[config.mk]
export PLATFORM = sky130hd
export DESIGN_NAME = posm_top
export DESIGN_NICKNAME = d
export VERILOG_FILES = /design/src/logic/posm_top.v
export VERILOG_INCLUDE_DIRS = /design/src /design/src/pkg
export SDC_FILE = /design/constraint.sdc
export NUM_CORES = 1
export LEC_CHECK = 0
export BUFFER_PORTS_ARGS = -buffer_cell sky130_fd_sc_hd__clkbuf_2
export CAP_MARGIN = 0
export CORE_UTILIZATION = 45
export DETAILED_ROUTE_END_ITERATION = 10
export PLACE_DENSITY_LB_ADDON = 0.05
export SYNTH_ARGS = -nofsm -noshare
export SYNTH_HDL_FRONTEND = slang
export SYNTH_SLANG_ARGS = --single-unit
[constraint.sdc]
create_clock -name pclk -period 9.2 [get_ports pclk]
set_input_delay 0 -clock pclk [delete_from_list [all_inputs] [get_ports pclk]]
set_output_delay 0 -clock pclk [all_outputs]
set_load 0.1 [all_outputs]
[src/pkg/posm_consts.vh]
// Constants for the process overload and stall monitor.
// Assumes a 20 MHz pclk and 32-bit APB data.
`ifndef POSM_CONSTS_VH
`define POSM_CONSTS_VH

// ----------------------------------------
// Register byte offsets
// ----------------------------------------
`define POSM_OFS_OVL_TIME 12'h000
`define POSM_OFS_OVL_THR 12'h004
`define POSM_OFS_OVL_CFG 12'h008
`define POSM_OFS_STALL_TIME 12'h00C
`define POSM_OFS_STALL_LVL 12'h010
`define POSM_OFS_STATUS 12'h014

// ----------------------------------------
// Field positions
// ----------------------------------------
`define POSM_THR_PCT_LSB 0
`define POSM_THR_PCT_MSB 7
`define POSM_HYST_LSB 16
`define POSM_HYST_MSB 27
`define POSM_REACT_LSB 0
`define POSM_REACT_MSB 1
`define POSM_RDLY_LSB 4
`define POSM_RDLY_MSB 6
`define POSM_STALL_EN_BIT 8
`define POSM_SCUR_LSB 0
`define POSM_SCUR_MSB 11
`define POSM_SFRQ_LSB 16
`define POSM_SFRQ_MSB 27
`define POSM_ST_OVL_BIT 0
`define POSM_ST_STALL_BIT 1
`define POSM_ST_INHIB_BIT 2

// ----------------------------------------
// Reset values (times in 0.1 s, freq in 0.1 Hz, current in 0.1 %)
// ----------------------------------------
`define POSM_RST_OVL_TIME 11'h000
`define POSM_RST_THR_PCT 8'h6E
`define POSM_RST_HYST 12'h003
`define POSM_RST_REACT 2'h1
`define POSM_RST_RDLY 3'h0
`define POSM_RST_STALL_TIME 11'h258
`define POSM_RST_SCUR 12'h5DC
`define POSM_RST_SFRQ 12'h014

// ----------------------------------------
// Limits and scaling
// ----------------------------------------
`define POSM_MAX_OVL_TIME 11'h3E8
`define POSM_MAX_STALL_TIME 11'h7D0
`define POSM_MAX_RDLY 3'h6
`define POSM_PCT_TO_DECI 4'hA
`define POSM_TICKS_PER_MIN 10'h258

// ----------------------------------------
// Reactions
// ----------------------------------------
`define POSM_REACT_IGNORE 2'h0
`define POSM_REACT_FREEWHEEL 2'h1
`define POSM_REACT_RAMP 2'h2
`define POSM_REACT_FAST 2'h3

// ----------------------------------------
// Timing
// ----------------------------------------
`define POSM_CLK_HZ 20000000
`define POSM_TICK_MS 100
`endif

[src/logic/posm_top.v]
// Process overload and stall monitor with APB register access.
// Assumes motor-core inputs arrive on pclk and need no synchroniser.
//
// Operation
// - Overload flagged after condition held detection time
// - Current limit while ramping is overload
// - Steady state with current above threshold
// - Steady state when frequency error below hysteresis
// - Current limitation always counts as overload
// - Zero detection time disables overload monitor
// - Overload threshold in percent, default 110
// - Hysteresis default 0.3 Hz
// - Selected stop reaction, freewheel by default
// - Restart held off for delay, 0-6 minutes
// - Stall: low frequency, high current, too long
// - Stall raises motor stall error
// - Stall monitor enable, disabled after reset
// - Stall time up to 200 s, default 60
// - Stall current percent, default 150.0
// - Stall frequency default 2.0 Hz
`timescale 1ns/1ps
`include "posm_consts.vh"

module posm_top #(
   parameter TICK_CYCLES = (`POSM_CLK_HZ / 1000) * `POSM_TICK_MS,
   parameter FW = 12,
   parameter CW = 16
) (
   input wire pclk,
   input wire presetn,
   input wire ce,
   input wire psel,
   input wire penable,
   input wire pwrite,
   input wire [11:0] paddr,
   input wire [31:0] pwdata,
   output wire pready,
   output reg [31:0] prdata,
   output reg pslverr,
   input wire [FW-1:0] ref_freq,
   input wire [FW-1:0] motor_freq,
   input wire [FW-1:0] out_freq,
   input wire [CW-1:0] motor_current,
   input wire cur_limit,
   input wire ramping,
   output reg ovl_detect,
   output reg stop_freewheel,
   output reg stop_ramp,
   output reg stop_fast,
   output reg restart_inhibit,
   output reg stall_error
);

// ----------------------------------------
// Registers
// ----------------------------------------
reg [10:0] ovl_time_reg;
reg [7:0] thr_pct_reg;
reg [11:0] hyst_reg;
reg [1:0] react_reg;
reg [2:0] rdly_reg;
reg stall_en_reg;
reg [10:0] stall_time_reg;
reg [11:0] scur_reg;
reg [11:0] sfrq_reg;
reg [31:0] tick_cnt_reg;
reg tick_reg;
reg [10:0] ovl_cnt_reg;
reg [10:0] stall_cnt_reg;
reg [11:0] rdly_cnt_reg;
reg ovl_hit_reg;

wire wr_en = psel & penable & pwrite & ce;
// Read capture frozen with the rest of the state while ce is low
wire setup = psel & ~penable & ce;
wire clr_ovl = wr_en && (paddr == `POSM_OFS_STATUS) && pwdata[`POSM_ST_OVL_BIT];
wire clr_stall = wr_en && (paddr == `POSM_OFS_STATUS) && pwdata[`POSM_ST_STALL_BIT];

assign pready = 1'b1;

// ----------------------------------------
// Steady state and conditions
// ----------------------------------------
wire [FW-1:0] freq_err = (ref_freq > motor_freq) ? (ref_freq - motor_freq) : (motor_freq - ref_freq);
wire steady = (freq_err < hyst_reg);
wire [CW-1:0] thr_deci = {{(CW-8){1'b0}}, thr_pct_reg} * {{(CW-4){1'b0}}, `POSM_PCT_TO_DECI};
wire ovl_enabled = (ovl_time_reg != `POSM_RST_OVL_TIME);
// Current limitation counts in any phase, ramping included
wire ovl_cond = ovl_enabled & (cur_limit | (ramping & cur_limit) |
   (steady & (motor_current > thr_deci)));
wire stall_cond = stall_en_reg & (out_freq < sfrq_reg) & (motor_current > scur_reg);
wire ovl_fire = ovl_cond & (ovl_cnt_reg >= ovl_time_reg) & ~ovl_hit_reg;
wire stall_fire = stall_cond & (stall_cnt_reg > stall_time_reg);
wire [11:0] rdly_load = {9'h000, rdly_reg} * {2'h0, `POSM_TICKS_PER_MIN};

// ----------------------------------------
// Timebase
// ----------------------------------------
always @(posedge pclk or negedge presetn)
begin
   if (!presetn)
   begin
      tick_cnt_reg <= 32'h00000000;
      tick_reg <= 1'b0;
   end
   else if (ce)
   begin
      if (tick_cnt_reg == TICK_CYCLES - 1)
      begin
         tick_cnt_reg <= 32'h00000000;
         tick_reg <= 1'b1;
      end
      else
      begin
         tick_cnt_reg <= tick_cnt_reg + 32'h00000001;
         tick_reg <= 1'b0;
      end
   end
end

// ----------------------------------------
// Persistence timers
// ----------------------------------------
always @(posedge pclk or negedge presetn)
begin
   if (!presetn)
   begin
      ovl_cnt_reg <= 11'h000;
      stall_cnt_reg <= 11'h000;
      ovl_hit_reg <= 1'b0;
   end
   else if (ce)
   begin
      if (!ovl_cond)
      begin
         ovl_cnt_reg <= 11'h000;
         ovl_hit_reg <= 1'b0;
      end
      else
      begin
         if (tick_reg && ovl_cnt_reg != 11'h7FF)
            ovl_cnt_reg <= ovl_cnt_reg + 11'h001;
         if (ovl_fire)
            ovl_hit_reg <= 1'b1;
      end
      if (!stall_cond)
         stall_cnt_reg <= 11'h000;
      else if (tick_reg && stall_cnt_reg != 11'h7FF)
         stall_cnt_reg <= stall_cnt_reg + 11'h001;
   end
end

// ----------------------------------------
// Detection, reaction, restart hold-off
// ----------------------------------------
// Set wins over a same-cycle software clear
always @(posedge pclk or negedge presetn)
begin
   if (!presetn)
   begin
      ovl_detect <= 1'b0;
      stall_error <= 1'b0;
      stop_freewheel <= 1'b0;
      stop_ramp <= 1'b0;
      stop_fast <= 1'b0;
      rdly_cnt_reg <= 12'h000;
      restart_inhibit <= 1'b0;
   end
   else if (ce)
   begin
      if (ovl_fire)
      begin
         ovl_detect <= 1'b1;
         stop_freewheel <= (react_reg == `POSM_REACT_FREEWHEEL);
         stop_ramp <= (react_reg == `POSM_REACT_RAMP);
         stop_fast <= (react_reg == `POSM_REACT_FAST);
      end
      else if (clr_ovl)
      begin
         ovl_detect <= 1'b0;
         stop_freewheel <= 1'b0;
         stop_ramp <= 1'b0;
         stop_fast <= 1'b0;
      end
      if (stall_fire)
         stall_error <= 1'b1;
      else if (clr_stall)
         stall_error <= 1'b0;
      if (ovl_fire && react_reg != `POSM_REACT_IGNORE)
      begin
         rdly_cnt_reg <= rdly_load;
         restart_inhibit <= (rdly_load != 12'h000);
      end
      else if (tick_reg && rdly_cnt_reg != 12'h000)
      begin
         rdly_cnt_reg <= rdly_cnt_reg - 12'h001;
         restart_inhibit <= (rdly_cnt_reg != 12'h001);
      end
   end
end

// ----------------------------------------
// APB writes
// ----------------------------------------
// Out-of-range values saturate; hold-off is timed from detection, independent of the software fault reset
always @(posedge pclk or negedge presetn)
begin
   if (!presetn)
   begin
      ovl_time_reg <= `POSM_RST_OVL_TIME;
      thr_pct_reg <= `POSM_RST_THR_PCT;
      hyst_reg <= `POSM_RST_HYST;
      react_reg <= `POSM_RST_REACT;
      rdly_reg <= `POSM_RST_RDLY;
      stall_en_reg <= 1'b0;
      stall_time_reg <= `POSM_RST_STALL_TIME;
      scur_reg <= `POSM_RST_SCUR;
      sfrq_reg <= `POSM_RST_SFRQ;
   end
   else if (wr_en)
   begin
      case (paddr)
         `POSM_OFS_OVL_TIME:
         begin
            if (pwdata[10:0] > `POSM_MAX_OVL_TIME)
               ovl_time_reg <= `POSM_MAX_OVL_TIME;
            else
               ovl_time_reg <= pwdata[10:0];
         end
         `POSM_OFS_OVL_THR:
         begin
            thr_pct_reg <= pwdata[`POSM_THR_PCT_MSB:`POSM_THR_PCT_LSB];
            hyst_reg <= pwdata[`POSM_HYST_MSB:`POSM_HYST_LSB];
         end
         `POSM_OFS_OVL_CFG:
         begin
            react_reg <= pwdata[`POSM_REACT_MSB:`POSM_REACT_LSB];
            if (pwdata[`POSM_RDLY_MSB:`POSM_RDLY_LSB] > `POSM_MAX_RDLY)
               rdly_reg <= `POSM_MAX_RDLY;
            else
               rdly_reg <= pwdata[`POSM_RDLY_MSB:`POSM_RDLY_LSB];
            stall_en_reg <= pwdata[`POSM_STALL_EN_BIT];
         end
         `POSM_OFS_STALL_TIME:
         begin
            if (pwdata[10:0] > `POSM_MAX_STALL_TIME)
               stall_time_reg <= `POSM_MAX_STALL_TIME;
            else
               stall_time_reg <= pwdata[10:0];
         end
         `POSM_OFS_STALL_LVL:
         begin
            scur_reg <= pwdata[`POSM_SCUR_MSB:`POSM_SCUR_LSB];
            sfrq_reg <= pwdata[`POSM_SFRQ_MSB:`POSM_SFRQ_LSB];
         end
         default:
         begin
            ovl_time_reg <= ovl_time_reg;
         end
      endcase
   end
end

// ----------------------------------------
// APB reads, captured in the setup cycle
// ----------------------------------------
always @(posedge pclk or negedge presetn)
begin
   if (!presetn)
   begin
      prdata <= 32'h00000000;
      pslverr <= 1'b0;
   end
   else if (setup)
   begin
      pslverr <= 1'b0;
      case (paddr)
         `POSM_OFS_OVL_TIME: prdata <= {21'h000000, ovl_time_reg};
         `POSM_OFS_OVL_THR: prdata <= {4'h0, hyst_reg, 8'h00, thr_pct_reg};
         `POSM_OFS_OVL_CFG: prdata <= {23'h000000, stall_en_reg, 1'b0, rdly_reg, 2'h0, react_reg};
         `POSM_OFS_STALL_TIME: prdata <= {21'h000000, stall_time_reg};
         `POSM_OFS_STALL_LVL: prdata <= {4'h0, sfrq_reg, 4'h0, scur_reg};
         `POSM_OFS_STATUS: prdata <= {29'h00000000, restart_inhibit, stall_error, ovl_detect};
         default:
         begin
            prdata <= 32'h00000000;
            pslverr <= 1'b1;
         end
      endcase
   end
end

endmodule

-- Word-level counts from Yosys, hierarchy flattened
Cells that the tools add are included.
- bits in registers: 179
- bits of input ports: 104
- word-level logic and storage cells: 125
- output and inout port bits: 40
- add/sub/neg operators: 6
- multiply operators: 2
- reductions and logical operators: 27
- bitwise operators: 17
- mux-type cells: 25
- eq/ne operators: 15
- magnitude comparators: 10
- operators with widths (operator ; number):
    28-bit one-hot mux with 6 select lines ; 1
    11-bit 2-to-1 mux ; 6
    12-bit 2-to-1 mux ; 3
    32-bit by 1-bit adder with 32-bit output, second input constant ; 1
    32-bit by 21-bit equality test with 1-bit output, second input constant ; 1
    16-bit by 12-bit greater-than comparator with 1-bit output ; 2
    32-bit 2-to-1 mux ; 1
    12-bit by 4-bit equality test with 1-bit output, second input constant ; 2
    12-bit by 5-bit equality test with 1-bit output, second input constant ; 2
    12-bit less-than comparator ; 2
    12-bit nonzero test ; 2
    12-bit subtractor ; 2
    11-bit by 1-bit adder with 11-bit output, second input constant ; 2
    11-bit inequality test, second input constant ; 2
    2-bit AND reduction ; 11
    1-bit AND ; 13
    1-bit 2-to-1 mux ; 13
    12-bit by 3-bit equality test with 1-bit output, second input constant ; 1
    12-bit greater-than comparator ; 1
    12-bit logical NOT ; 1
    12-bit by 1-bit inequality test with 1-bit output, second input constant ; 1
    12-bit by 1-bit subtractor with 12-bit output, second input constant ; 1
    11-bit greater-or-equal comparator ; 1
    11-bit by 10-bit greater-than comparator with 1-bit output, second input constant ; 1
    other kinds (15) ; 29

-- Depth between registers and ports, before layout
Gate-level depths: netlist of the first run.
- word-level depth: 11
- gate-level depth with buffers: 21

-- Worst setup path after synthesis of the first run
Ideal clock, no wire load.
- kind: reg2reg
- start: register thr_pct_reg[3]
- end: register restart_inhibit
- data required time: 9.074 ns
- cell stages (with the launch flop): 17
- library setup time: 0.126 ns
- setup slack: 5.259 ns
- arrival: 3.815 ns
- cells stage by stage: dfstp_2 ha_1 ha_1 fa_1 a21o_1 a21oi_1 o21bai_1 a21oi_1 xor2_1 ha_1 and4_1 a311oi_2 o2bb2ai_2 or4b_1 buf_6 a32oi_1 o21ai_1
- longest elaborated chain between the ends: 10
- ends and longest elaborated chain (element ; line ; source):
    start: declaration ; posm_top.v:58 ; reg [7:0] thr_pct_reg;
    start signal: assignment ; posm_top.v:211 ; thr_pct_reg <= `POSM_RST_THR_PCT;
    start signal: assignment ; posm_top.v:232 ; thr_pct_reg <= pwdata[`POSM_THR_PCT_MSB:`POSM_THR_PCT_LSB];
    8-bit by 3-bit multiplier with 11-bit output (*) ; posm_top.v:86 ; wire [CW-1:0] thr_deci = {{(CW-8){1'b0}}, thr_pct_reg} * {{(CW-4){1'b0}}, `POSM_PCT_TO_DECI};
    16-bit by 12-bit greater-than comparator with 1-bit output (*) ; posm_top.v:90 ; (steady & (motor_current > thr_deci)));
    1-bit AND (*) ; posm_top.v:90 ;
    1-bit bitwise OR (*) ; posm_top.v:89 ; wire ovl_cond = ovl_enabled & (cur_limit | (ramping & cur_limit) |
    1-bit AND (*) ; posm_top.v:89 ;
    1-bit AND (*) (2 in series) ; posm_top.v:92 ; wire ovl_fire = ovl_cond & (ovl_cnt_reg >= ovl_time_reg) & ~ovl_hit_reg;
    1-bit logical AND (no source line) (*) ; -- ;
    2-bit nonzero test (no source line) ; -- ;
    2-bit AND reduction (no source line) ; -- ;
    end signal: assignment ; posm_top.v:192 ; restart_inhibit <= (rdly_load != 12'h000);
    end signal: assignment ; posm_top.v:197 ; restart_inhibit <= (rdly_cnt_reg != 12'h001);
    end: declaration ; posm_top.v:50 ; output reg restart_inhibit,
Mark *: on every way between the ends. The rest lies on a longest branch, timed or not.
A chain may end at the register's enable or synchronous reset.

-- Worst setup path after layout of the first run
- start: register thr_pct_reg[1]
- end: register rdly_cnt_reg[3]
- longest elaborated chain between the ends: 10
- ends and longest elaborated chain (element ; line ; source):
    8-bit by 3-bit multiplier with 11-bit output (*) ; posm_top.v:86 ;
    16-bit by 12-bit greater-than comparator with 1-bit output (*) ; posm_top.v:90 ;
    1-bit AND (*) ; posm_top.v:90 ;
    1-bit bitwise OR (*) ; posm_top.v:89 ;
    1-bit AND (*) ; posm_top.v:89 ;
    1-bit AND (*) (2 in series) ; posm_top.v:92 ;
    1-bit logical AND (no source line) (*) ; -- ;
    2-bit nonzero test (no source line) ; -- ;
    2-bit AND reduction (no source line) ; -- ;
    end signal: assignment ; posm_top.v:191 ; rdly_cnt_reg <= rdly_load;
    end signal: assignment ; posm_top.v:196 ; rdly_cnt_reg <= rdly_cnt_reg - 12'h001;
    end: declaration ; posm_top.v:70 ; reg [11:0] rdly_cnt_reg;
Marks and branches as above.

==> reports/qor.csv, run 1 <==
stage,metric,value,unit
worst_setup_path,critPathSlowestCell,nor4_4,
routing,remaining_drc_errors,0,
cells_and_area,antenna_cells,0,
clocking,post_cts_buffers,0,
routing,drt_iter0_drc,618,
placement,dpl.hpwl,22.1,mm
worst_setup_path,cp-start-kind,flip-flop,
worst_setup_path,cp_num_buf_inv,0,
synthesis,synth_seq_area_share,38.1,%
placement,port_buffers,125,
worst_setup_path,critPathKind,flip-flop to flip-flop,
worst_setup_path,max_stage_delay,0.87,ns
routing,antenna_left,0,
worst_setup_path,required,9.57,ns
sta,hold_viol,0,
power_and_ir_drop,internal-power,0.00126,W
routing,first_pass_iters,5,
worst_setup_path,crit_path_end_kind,flip-flop,
grt,use_met2,36.7,%
floorplan,die_width,160,um
power_and_ir_drop,seq_power_share,44.5,%
sta,fmax,211,MHz
synthesis,yosys.area_share.simple,16.7,%
power_and_ir_drop,comb_power_share,14.4,%
run_status,outcome,finished clean,
synthesis,synth_fa_ha_area_share,13.3,%
sta,drv_slew,0,
synthesis,yosysTopAreaCell,dfrtp_1,
cells_and_area,largest_register_ffs,32,
placement,gp_congestion,0.852,
clocking,clk_path_buf_depth,2,
power_and_ir_drop,pwr_density_cell,136,nW/um^2
synthesis,synthTopCellsByCount,"dfrtp_1 (150), ha_1 (114), nand2_1 (111)",
synthesis,synth_top_family_by_area,simple AND/OR/NAND/NOR gates,
clocking,cts_made_buffers,17,
grt,grt_use_met1,34.7,%
power_and_ir_drop,ir_drop,0.000120,V
sta,clock_skew,0.0127,ns
sta,setup_tns,0,ns
floorplan,dieArea,25700,um^2
grt,met3_usage,3.15,%
job,max_cap_violations,0,
power_and_ir_drop,power_switching,0.000506,W
sta,finalSetupViolCount,0,
worst_setup_path,critPathTopFamily,compound AO/OA/AOI/OAI gates,
synthesis,syn_inst,1180,
clocking,clk_pin_slew_worst_paths,0.08,ns
power_and_ir_drop,power,0.00177,W
worst_setup_path,crit_top_cell,ha_1,
grt,grt_usage,23.6,%
synthesis,yosys_warnings,0,
floorplan,core.rowCount,57,
floorplan,start_util,46.2,%
cells_and_area,drive_above_1_share,18.8,%
routing,vias,9020,
worst_setup_path,critical_path_arrival,5.10,ns
clocking,clk_latency,0.44,ns
grt,grt-ovfl-total,0,
power_and_ir_drop,swShare,28.6,%
sta,slew_headroom,30.6,%
synthesis,yosysMostFrequentCell,dfrtp_1,
grt,grt_max_degree,96,
synthesis,synth_compound_area_share,16.3,%
routing,wirelength,29.1,mm
cells_and_area,area_growth,15.0,%
synthesis,ys_top_cells_by_area,"dfrtp_1 (33%), ha_1 (13%), dfstp_2 (4.9%)",
synthesis,syn_avg_cell_area,9.57,um^2
floorplan,core,24500,um^2
grt,grt_pass1_wl,47.9,mm
synthesis,ys_types,91,
sta,finalCritPeriodShare,51.4,%
synthesis,synth-edff-count,0,
floorplan,io_pins,144,
synthesis,synthArstFlopShare,100,%
clocking,htree_levels,4,
clocking,cts_tree,built,
worst_setup_path,path_cells,"ha_1, ha_1, fa_1, a21o_1, a21oi_1, o21bai_1, a21oi_1, xor2_1, ha_1, o21ai_0, o211ai_1, or3_1, o211ai_2, nor4_4, mux2_2, o21ai_1",
floorplan,die_h,160,um
cells_and_area,fillers,2301,
cells_and_area,nets,1535,
synthesis,synth-xor-area-share,5.12,%
clocking,root_buffer,clkbuf_16,
synthesis,ys_ff_latch,171,
sta,worst_pin_slew,1.03,ns
grt,antenna_found_initial,0,
routing,wl_per_cell,17.6,um
synthesis,synth_top_cell_area_share,33.2,%
synthesis,synth.cell_area,11300,um^2
grt,gr-max-usage-layer,met2,
sta,fin_crit,4.73,ns
grt,grt_pass1_vias,8822,
sta,rsz0062_at_grt,no,
cells_and_area,final_util,53.1,%
worst_hold_path,min_path_type,input pin to flip-flop,
synthesis,synth.area.mux_share,4.48,%
worst_setup_path,cp_max_fo,15,
routing,vias_per_cell,5.47,
clocking,cts.sinks,171,
power_and_ir_drop,clkPwrFrac,41.1,%
synthesis,ys.flop_type,dfrtp_1,
power_and_ir_drop,power.leakage,6.44,nW
cells in the final DEF, fill, tap and decap left out, types with 9 or more instances in the layout:
cell	n
dfrtp_1	150
clkbuf_2	124
ha_1	114
nand2_1	111
inv_1	106
nor2_1	79
o21ai_0	63
a21oi_1	48
xnor2_1	34
xor2_1	32
mux2_2	31
a21o_1	28
nand4_1	26
dlygate4sd3_1	25
a22oi_1	24
nand3_1	23
dfstp_2	21
and3_1	19
clkbuf_16	17
nor3_1	15
and4_1	13
nor2b_1	10
mux2i_1	10
o21a_1	10
conb_1	9
what timing repair did:
| action | CTS | global route |
|---|---|---|
| gates resized for setup | 0 | 0 |
| hold buffers | 25 | 0 |
| hold endpoints to repair | 158 | 0 |
through the flow:
step | instances | hold slack (ns) | setup WS, ns | instance area (um^2)
final | 1650 | 0.128 | 4.47 | 13000
after global routing | 1650 | 0.178 | 4.13 | 13000
after CTS | 1650 | 0.131 | 4.46 | 13000
after detailed placement | 1593 | 0.146 | 4.24 | 12100
after global placement | 1593 | 0.146 | 4.24 | 12100
after floorplan | 1187 | -0.296 | 5.26 | 11300
power by group through the flow:
stage	sequential [W]	clock, W	combinational [W]
final	0.000786	0.000726	0.000255
after global routing	0.000789	0.000774	0.000288
after CTS	0.000786	0.000744	0.000258
after detailed placement	0.000799	0	0.000248
after global placement	0.000800	0	0.000245
after floorplan	0.000799	0	0.000167
cell families after synthesis:
kind of cell    after synthesis
compound gates              267
xor+xnor                     66
fa+ha+maj                   118
buf+inv                     156
flops                       171
mux                          46
other cells                   2
simple gates                354
routing by layer:
layer,vias to the layer above,part of all wire (%)
met5,-,0
li1,4459,-
met4,0,1.4
met1,4351,50
met2,188,45
met3,22,3.2
area by class of cell:
cell class	instances	area, um^2	area share (%)
clock inverters	14	155	1.19
multi-input cells	860	6360	48.9
inverters	107	402	3.09
repair buffers	156	927	7.14
flip-flops and latches	171	4310	33.1
clock buffers	18	439	3.38
well taps	324	405	3.12
final timing paths:
check	slack, ns	cells after the start	startpoint	endpoint
worst max-delay path	4.47	16	thr_pct_reg[1]	rdly_cnt_reg[3]
worst min-delay path	0.13	2	ce	tick_cnt_reg[1]
worst max register to register	4.47	16	thr_pct_reg[1]	rdly_cnt_reg[3]
worst min register to register	0.48	1	prdata[5]	prdata[5]
max in group asynchronous	7.50	3	presetn	stall_error
min in group asynchronous	0.18	2	presetn	rdly_cnt_reg[3]
No activity file was read; power rests on OpenSTA's default activity.
==> run 2, diff against run 1 <==
==> constraint.sdc (replaced) <==
create_clock -name pclk -period 3.81 [get_ports pclk]
set_input_delay 0 -clock pclk [delete_from_list [all_inputs] [get_ports pclk]]
set_output_delay 0 -clock pclk [all_outputs]
set_load 0.1 [all_outputs]
==> run 2 against run 1 <==
  * Wire length is 5.0% higher
  * Sequential share of layout area is 2.2 points lower
  * Die area stayed put
  * Largest power group unchanged
  * Via count is 4.3% higher
  * Final cell count is 5.2% higher
  * Worst hold slack better by 0.013 ns
  * Critical endpoint is now restart_inhibit
  * The flow now finishes with violations (setup timing)
==> reports/qor.csv, run 2 (synthesis results as in run 1) <==
stage,metric,value,unit
placement,port_buffers,125,
cells_and_area,antenna_cells,0,
floorplan,io_pins,144,
sta,finalSetupViolCount,15,
sta,fin_crit,4.01,ns
worst_setup_path,cp.depth,16,
floorplan,die_h,160,um
clocking,clk_path_buf_depth,2,
cells_and_area,area_growth,23.2,%
cells_and_area,nets,1620,
routing,vias,9405,
sta,clock_skew,0.0205,ns
grt,grt_pass1_vias,9278,
sta,finalCritPeriodShare,105,%
placement,gp_congestion,0.871,
sta,slew_headroom,33.2,%
worst_setup_path,critical_path_arrival,4.31,ns
worst_setup_path,rr_worst_depth,16,
cells_and_area,multiInputGateArea,6580,um^2
worst_setup_path,critPathTopFamily,compound AO/OA/AOI/OAI gates,
worst_setup_path,crit_path_end_kind,flip-flop,
sta,fin_ws,-0.197,ns
routing,remaining_drc_errors,0,
worst_setup_path,cp_num_buf_inv,1,
floorplan,dieArea,25700,um^2
clocking,cts_made_buffers,17,
routing,first_pass_iters,6,
cells_and_area,final_cell_mix,"dfrtp_1 (150), clkbuf_2 (124), nand2_1 (111), ha_1 (109), inv_1 (106)",
clocking,cts_tree,built,
sta,rsz0062_at_grt,yes,
sta,hold_viol,0,
worst_setup_path,required,4.11,ns
floorplan,die_width,160,um
grt,grt-ovfl-total,0,
routing,drt_iter0_drc,554,
cells_and_area,drive_above_1_share,26.2,%
placement,pre_cts_slack,-0.647,ns
worst_hold_path,min_path_type,input pin to flip-flop,
worst_setup_path,cp_max_fo,5,
routing,antenna_left,0,
sta,worst_pin_slew,0.994,ns
grt,grt_usage,24.7,%
grt,grt_max_degree,98,
worst_setup_path,critPathKind,flip-flop to flip-flop,
job,max_cap_violations,0,
floorplan,start_util,46.2,%
worst_setup_path,max_stage_delay,0.58,ns
grt,antenna_found_initial,0,
grt,use_met2,39.0,%
floorplan,core,24500,um^2
power_and_ir_drop,power.leakage,6.87,nW
worst_setup_path,cp-start-kind,flip-flop,
cells_and_area,largest_register_ffs,32,
worst_setup_path,critPathSlowestCell,or4b_4,
grt,grt_use_met1,35.4,%
cells_and_area,seqCellArea,4310,um^2
floorplan,core.rowCount,57,
sta,fmax,250,MHz
sta,drv_slew,0,
worst_setup_path,path_cells,"ha_4, ha_4, fa_2, a21o_1, a21oi_2, o21bai_1, a21oi_2, xor2_1, ha_2, and4_4, a311oi_4, o2bb2ai_4, or4b_4, buf_6, a32oi_1, o21ai_1",
run_status,violations,setup timing,
grt,gr-max-usage-layer,met2,
run_status,outcome,"finished, violations left",
clocking,clk_pin_slew_worst_paths,0.08,ns
power_and_ir_drop,pwr_density_cell,325,nW/um^2
worst_hold_path,whs_path_depth,3,
routing,wirelength,30.6,mm
clocking,clk_latency,0.44,ns
power_and_ir_drop,power,0.00452,W
routing,vias_per_cell,5.42,
placement,dpl.hpwl,23.3,mm
grt,met3_usage,3.38,%
grt,grt_pass1_wl,50.2,mm
clocking,htree_levels,4,
clocking,root_buffer,clkbuf_16,
cells_and_area,final_common_cell,dfrtp_1,
cells_and_area,fillers,2260,
power_and_ir_drop,ir_drop,0.000318,V
routing,wl_per_cell,17.6,um
clocking,cts.sinks,171,
## run 2: cell count changes in the layout (fill, tap and decap cells not counted), sizes merged
cell and delta:
inv -1, clkbuf +1, bufinv +2, buf +84
and2 +1, clkinv -2
## run 2: what timing repair did
action,CTS,global route
gates resized for setup,24,26
endpoints found under the setup margin,29,29
cloned,1,1
endpoints found under the hold margin,156,0
pin swaps,11,25
buffers inserted,4,2
hold buffers,25,0
## run 2: path summary, 6_finish.rpt
check | from | endpoint | slack [ns]
worst max-delay path | thr_pct_reg[3] | restart_inhibit | -0.20
min in group asynchronous | presetn | rdly_cnt_reg[2] | 0.20
worst max register to register | thr_pct_reg[3] | restart_inhibit | -0.20
worst min register to register | prdata[8] | prdata[8] | 0.48
worst min-delay path | paddr[3] | pslverr | 0.14
max in group asynchronous | presetn | scur_reg[8] | 2.67
## run 2: power breakdown
group	total, W	internal [W]	leakage [nW]	switching, W
registers	0.00190	0.00185	2.18	0.0000498
logic	0.000737	0.000327	4.38	0.000410
clock network	0.00188	0.00109	0.312	0.000792
## run 2: worst min-delay path, delay by kind of cell
kind / cells / cell delay [ns]
AOI/OAI and AO/OA: 2 / 0.28
buffers and inverters: 1 / 0.25
## run 2: cell type report
class                           count  area share [%]
Inverter                          107            2.89
Clock inverter                     13            1.27
Sequential cell                   171            30.9
Tap cell                          324            2.91
Clock buffer                       19            3.26
Multi-Input combinational cell    861            47.3
Timing Repair Buffer              240            11.4
## run 2: layer usage
| layer | wire [um] | share of wire (%) | up-vias |
|---|---|---|---|
| met4 | 543 | 1.8 | 0 |
| li1 | - | - | 4632 |
| met2 | 13900 | 46 | 192 |
| met1 | 15100 | 49 | 4550 |
| met3 | 1020 | 3.4 | 31 |
| met5 | 0 | 0 | - |
## run 2: metrics by stage
step	area [um^2]	hold WS (ns)	TNS (ns)	utilization, %	instances
final	13900	0.141	-1.81	56.9	1735
after global routing	13900	0.176	-7.25	56.9	1735
after CTS	13800	0.116	-2.08	56.5	1734
after detailed placement	12800	0.163	-12.17	52.2	1672
after global placement	12800	0.175	-8.26	52.2	1672
after floorplan	11300	-0.296	-0.0105	-	1187
==> run 3, diff against run 2 <==
--- a/config.mk
+++ b/config.mk
@@ -8,7 +8,9 @@
 export LEC_CHECK = 0
 export BUFFER_PORTS_ARGS = -buffer_cell sky130_fd_sc_hd__clkbuf_2
 export CAP_MARGIN = 0
-export CORE_UTILIZATION = 45
+export CELL_PAD_IN_SITES_DETAIL_PLACEMENT = 1
+export CELL_PAD_IN_SITES_GLOBAL_PLACEMENT = 2
+export CORE_UTILIZATION = 34
 export DETAILED_ROUTE_END_ITERATION = 10
 export PLACE_DENSITY_LB_ADDON = 0.05
 export SYNTH_ARGS = -nofsm -noshare
==> run 3 against run 2 <==
  * The run still ends with setup timing left
  * Clock power is 5% lower
  * Maximum frequency fell by 0.75%
  * Global-route usage is 3.2 points lower
  * Wire length up 14%
==> reports/qor.csv, run 3 (synthesis results as in run 1) <==
stage,metric,value,unit
worst_setup_path,required,4.12,ns
run_status,outcome,"finished, violations left",
cells_and_area,area_growth,24.7,%
sta,fin_crit,4.04,ns
grt,antenna_found_initial,1,
placement,placed_cell_area,12900,um^2
clocking,cts.sinks,171,
clocking,clk_pin_slew_worst_paths,0.07,ns
routing,wl_per_cell,18.9,um
power_and_ir_drop,internal-power,0.00317,W
cells_and_area,fillers,3766,
worst_setup_path,critPathKind,flip-flop to flip-flop,
routing,vias_per_cell,5.11,
clocking,clk_path_buf_depth,2,
routing,remaining_drc_errors,0,
cells_and_area,nets,1622,
power_and_ir_drop,comb_power_share,16.8,%
sta,finalSetupViolCount,28,
floorplan,start_util,34.6,%
sta,clock_skew,0.0121,ns
cells_and_area,final_common_cell,dfrtp_1,
sta,fmax,248,MHz
sta,drv_slew,0,
power_and_ir_drop,pwr_density_cell,314,nW/um^2
power_and_ir_drop,power,0.00442,W
worst_setup_path,cp-start-kind,flip-flop,
power_and_ir_drop,seq_power_share,43.0,%
grt,grt_pass1_wl,56.1,mm
placement,port_buffers,125,
sta,rsz0062_at_grt,yes,
cells_and_area,final_cell_mix,"dfrtp_1 (150), clkbuf_2 (124), nand2_1 (109), ha_1 (108), inv_1 (106)",
clocking,root_buffer,clkbuf_16,
cells_and_area,drive_above_1_share,26.0,%
cells_and_area,largest_register_ffs,32,
floorplan,dieArea,33900,um^2
floorplan,io_pins,144,
grt,grt_pass1_vias,9872,
cells_and_area,finish.instance_area,14100,um^2
worst_hold_path,min_path_type,input pin to flip-flop,
sta,hold_viol,0,
worst_setup_path,cp_max_fo,5,
worst_setup_path,crit_path_end_kind,flip-flop,
floorplan,core.rowCount,66,
power_and_ir_drop,power_switching,0.00126,W
floorplan,die_h,184,um
sta,slew_headroom,36.1,%
placement,dpl.hpwl,26.9,mm
routing,drt_iter0_drc,398,
power_and_ir_drop,power.leakage,6.89,nW
sta,finalCritPeriodShare,106,%
power_and_ir_drop,swShare,28.4,%
routing,antenna_left,0,
placement,pre_cts_slack,-0.581,ns
sta,worst_pin_slew,0.951,ns
run_status,violations,setup timing,
placement,gp_congestion,0.802,
routing,vias,9491,
grt,grt-ovfl-total,0,
grt,grt_usage,21.5,%
power_and_ir_drop,clkPwrFrac,40.1,%
clocking,cts_tree,built,
grt,grt_max_degree,97,
job,max_cap_violations,0,
sta,fin_ws,-0.228,ns
clocking,htree_levels,4,
clocking,clk_latency,0.44,ns
power_and_ir_drop,ir_drop,0.000293,V
worst_setup_path,critical_path_arrival,4.35,ns
floorplan,die_width,184,um
clocking,cts_made_buffers,17,
routing,wirelength,35.0,mm
routing,first_pass_iters,5,
floorplan,core,32600,um^2
## run 3: cell count changes in the layout (fill, tap and decap cells not counted), moves of 2 or more
| cell | change |
|---|---|
| inv_6 | -5 |
| buf_12 | +2 |
| nor2_1 | +7 |
| o21ai_1 | +2 |
| and2_4 | -2 |
| clkinv_2 | +4 |
| clkinvlp_4 | +2 |
| nor2_2 | -6 |
| nand2_1 | -2 |
| buf_6 | +2 |
## run 3: power by group through the flow
stage	Combinational (W)	Sequential [W]	Clock [W]
after detailed placement	0.000701	0.00193	0
after global placement	0.000691	0.00193	0
after global routing	0.000834	0.00191	0.00189
after floorplan	0.000405	0.00193	0
after CTS	0.000738	0.00190	0.00183
final	0.000745	0.00190	0.00178
## run 3: through the flow
| stage | setup TNS (ns) | instances | hold slack (ns) | utilization, % |
|---|---|---|---|---|
| global route | -8.91 | 1856 | 0.176 | 43.2 |
| CTS | -2.84 | 1846 | 0.124 | 42.5 |
| floorplan | -0.0105 | 1187 | -0.296 | - |
| global placement | -9.68 | 1785 | 0.171 | 39.6 |
| detailed placement | -13.48 | 1785 | 0.175 | 39.6 |
| finish | -4.33 | 1856 | 0.139 | 43.2 |
## run 3: cell type report
class | instances | area [um^2] | area share [%]
multi-input combinational | 860 | 6590 | 46.8
sequential | 171 | 4310 | 30.6
timing repair buffer | 243 | 1640 | 11.7
tap | 442 | 553 | 3.93
clock buffer | 18 | 439 | 3.12
inverter | 107 | 402 | 2.85
clock inverter | 14 | 146 | 1.04
antenna | 1 | 2.50 | 0.0178
## run 3: worst paths after layout
check	startpoint	cells past startpoint	endpoint	slack (ns)
min in group asynchronous	presetn	2	rdly_cnt_reg[6]	0.23
worst max register to register	thr_pct_reg[3]	18	rdly_cnt_reg[5]	-0.23
worst max-delay path	thr_pct_reg[3]	18	rdly_cnt_reg[5]	-0.23
max in group asynchronous	presetn	3	react_reg[0]	2.60
worst min register to register	tick_cnt_reg[31]	1	tick_cnt_reg[31]	0.48
worst min-delay path	ce	3	tick_cnt_reg[2]	0.14
## run 3: critical path: stages, from the launching register on
cell	delay, ns
dfstp_2	0.58
ha_4	0.22
ha_4	0.16
fa_2	0.34
a21o_1	0.17
a21oi_2	0.13
o21bai_1	0.08
a21oi_1	0.16
xor2_1	0.10
ha_2	0.33
o21ai_1	0.05
o211ai_1	0.22
or3_4	0.18
o211ai_4	0.14
or4b_4	0.59
buf_6	0.15
buf_4	0.13
nand3_2	0.07
o311ai_2	0.09
## run 3: repair_timing
action / in CTS / in global routing
setup endpoints to repair: 29 / 29
hold endpoints to repair: 152 / 0
hold buffers: 25 / 0
pin swaps: 8 / 11
setup buffers: 3 / 10
gates cloned: 1 / 0
resized for setup: 18 / 34
## run 3: per-layer routing
| layer | GRT usage (%) | up-vias | routed length (um) | share of wire (%) |
|---|---|---|---|---|
| met2 | 35.6 | 149 | 16600 | 47 |
| met3 | 2.37 | 26 | 820 | 2.3 |
| li1 | - | 4633 | - | - |
| met5 | 0 | - | 0 | 0 |
| met4 | 4.90 | 0 | 403 | 1.2 |
| met1 | 30.0 | 4683 | 17200 | 49 |
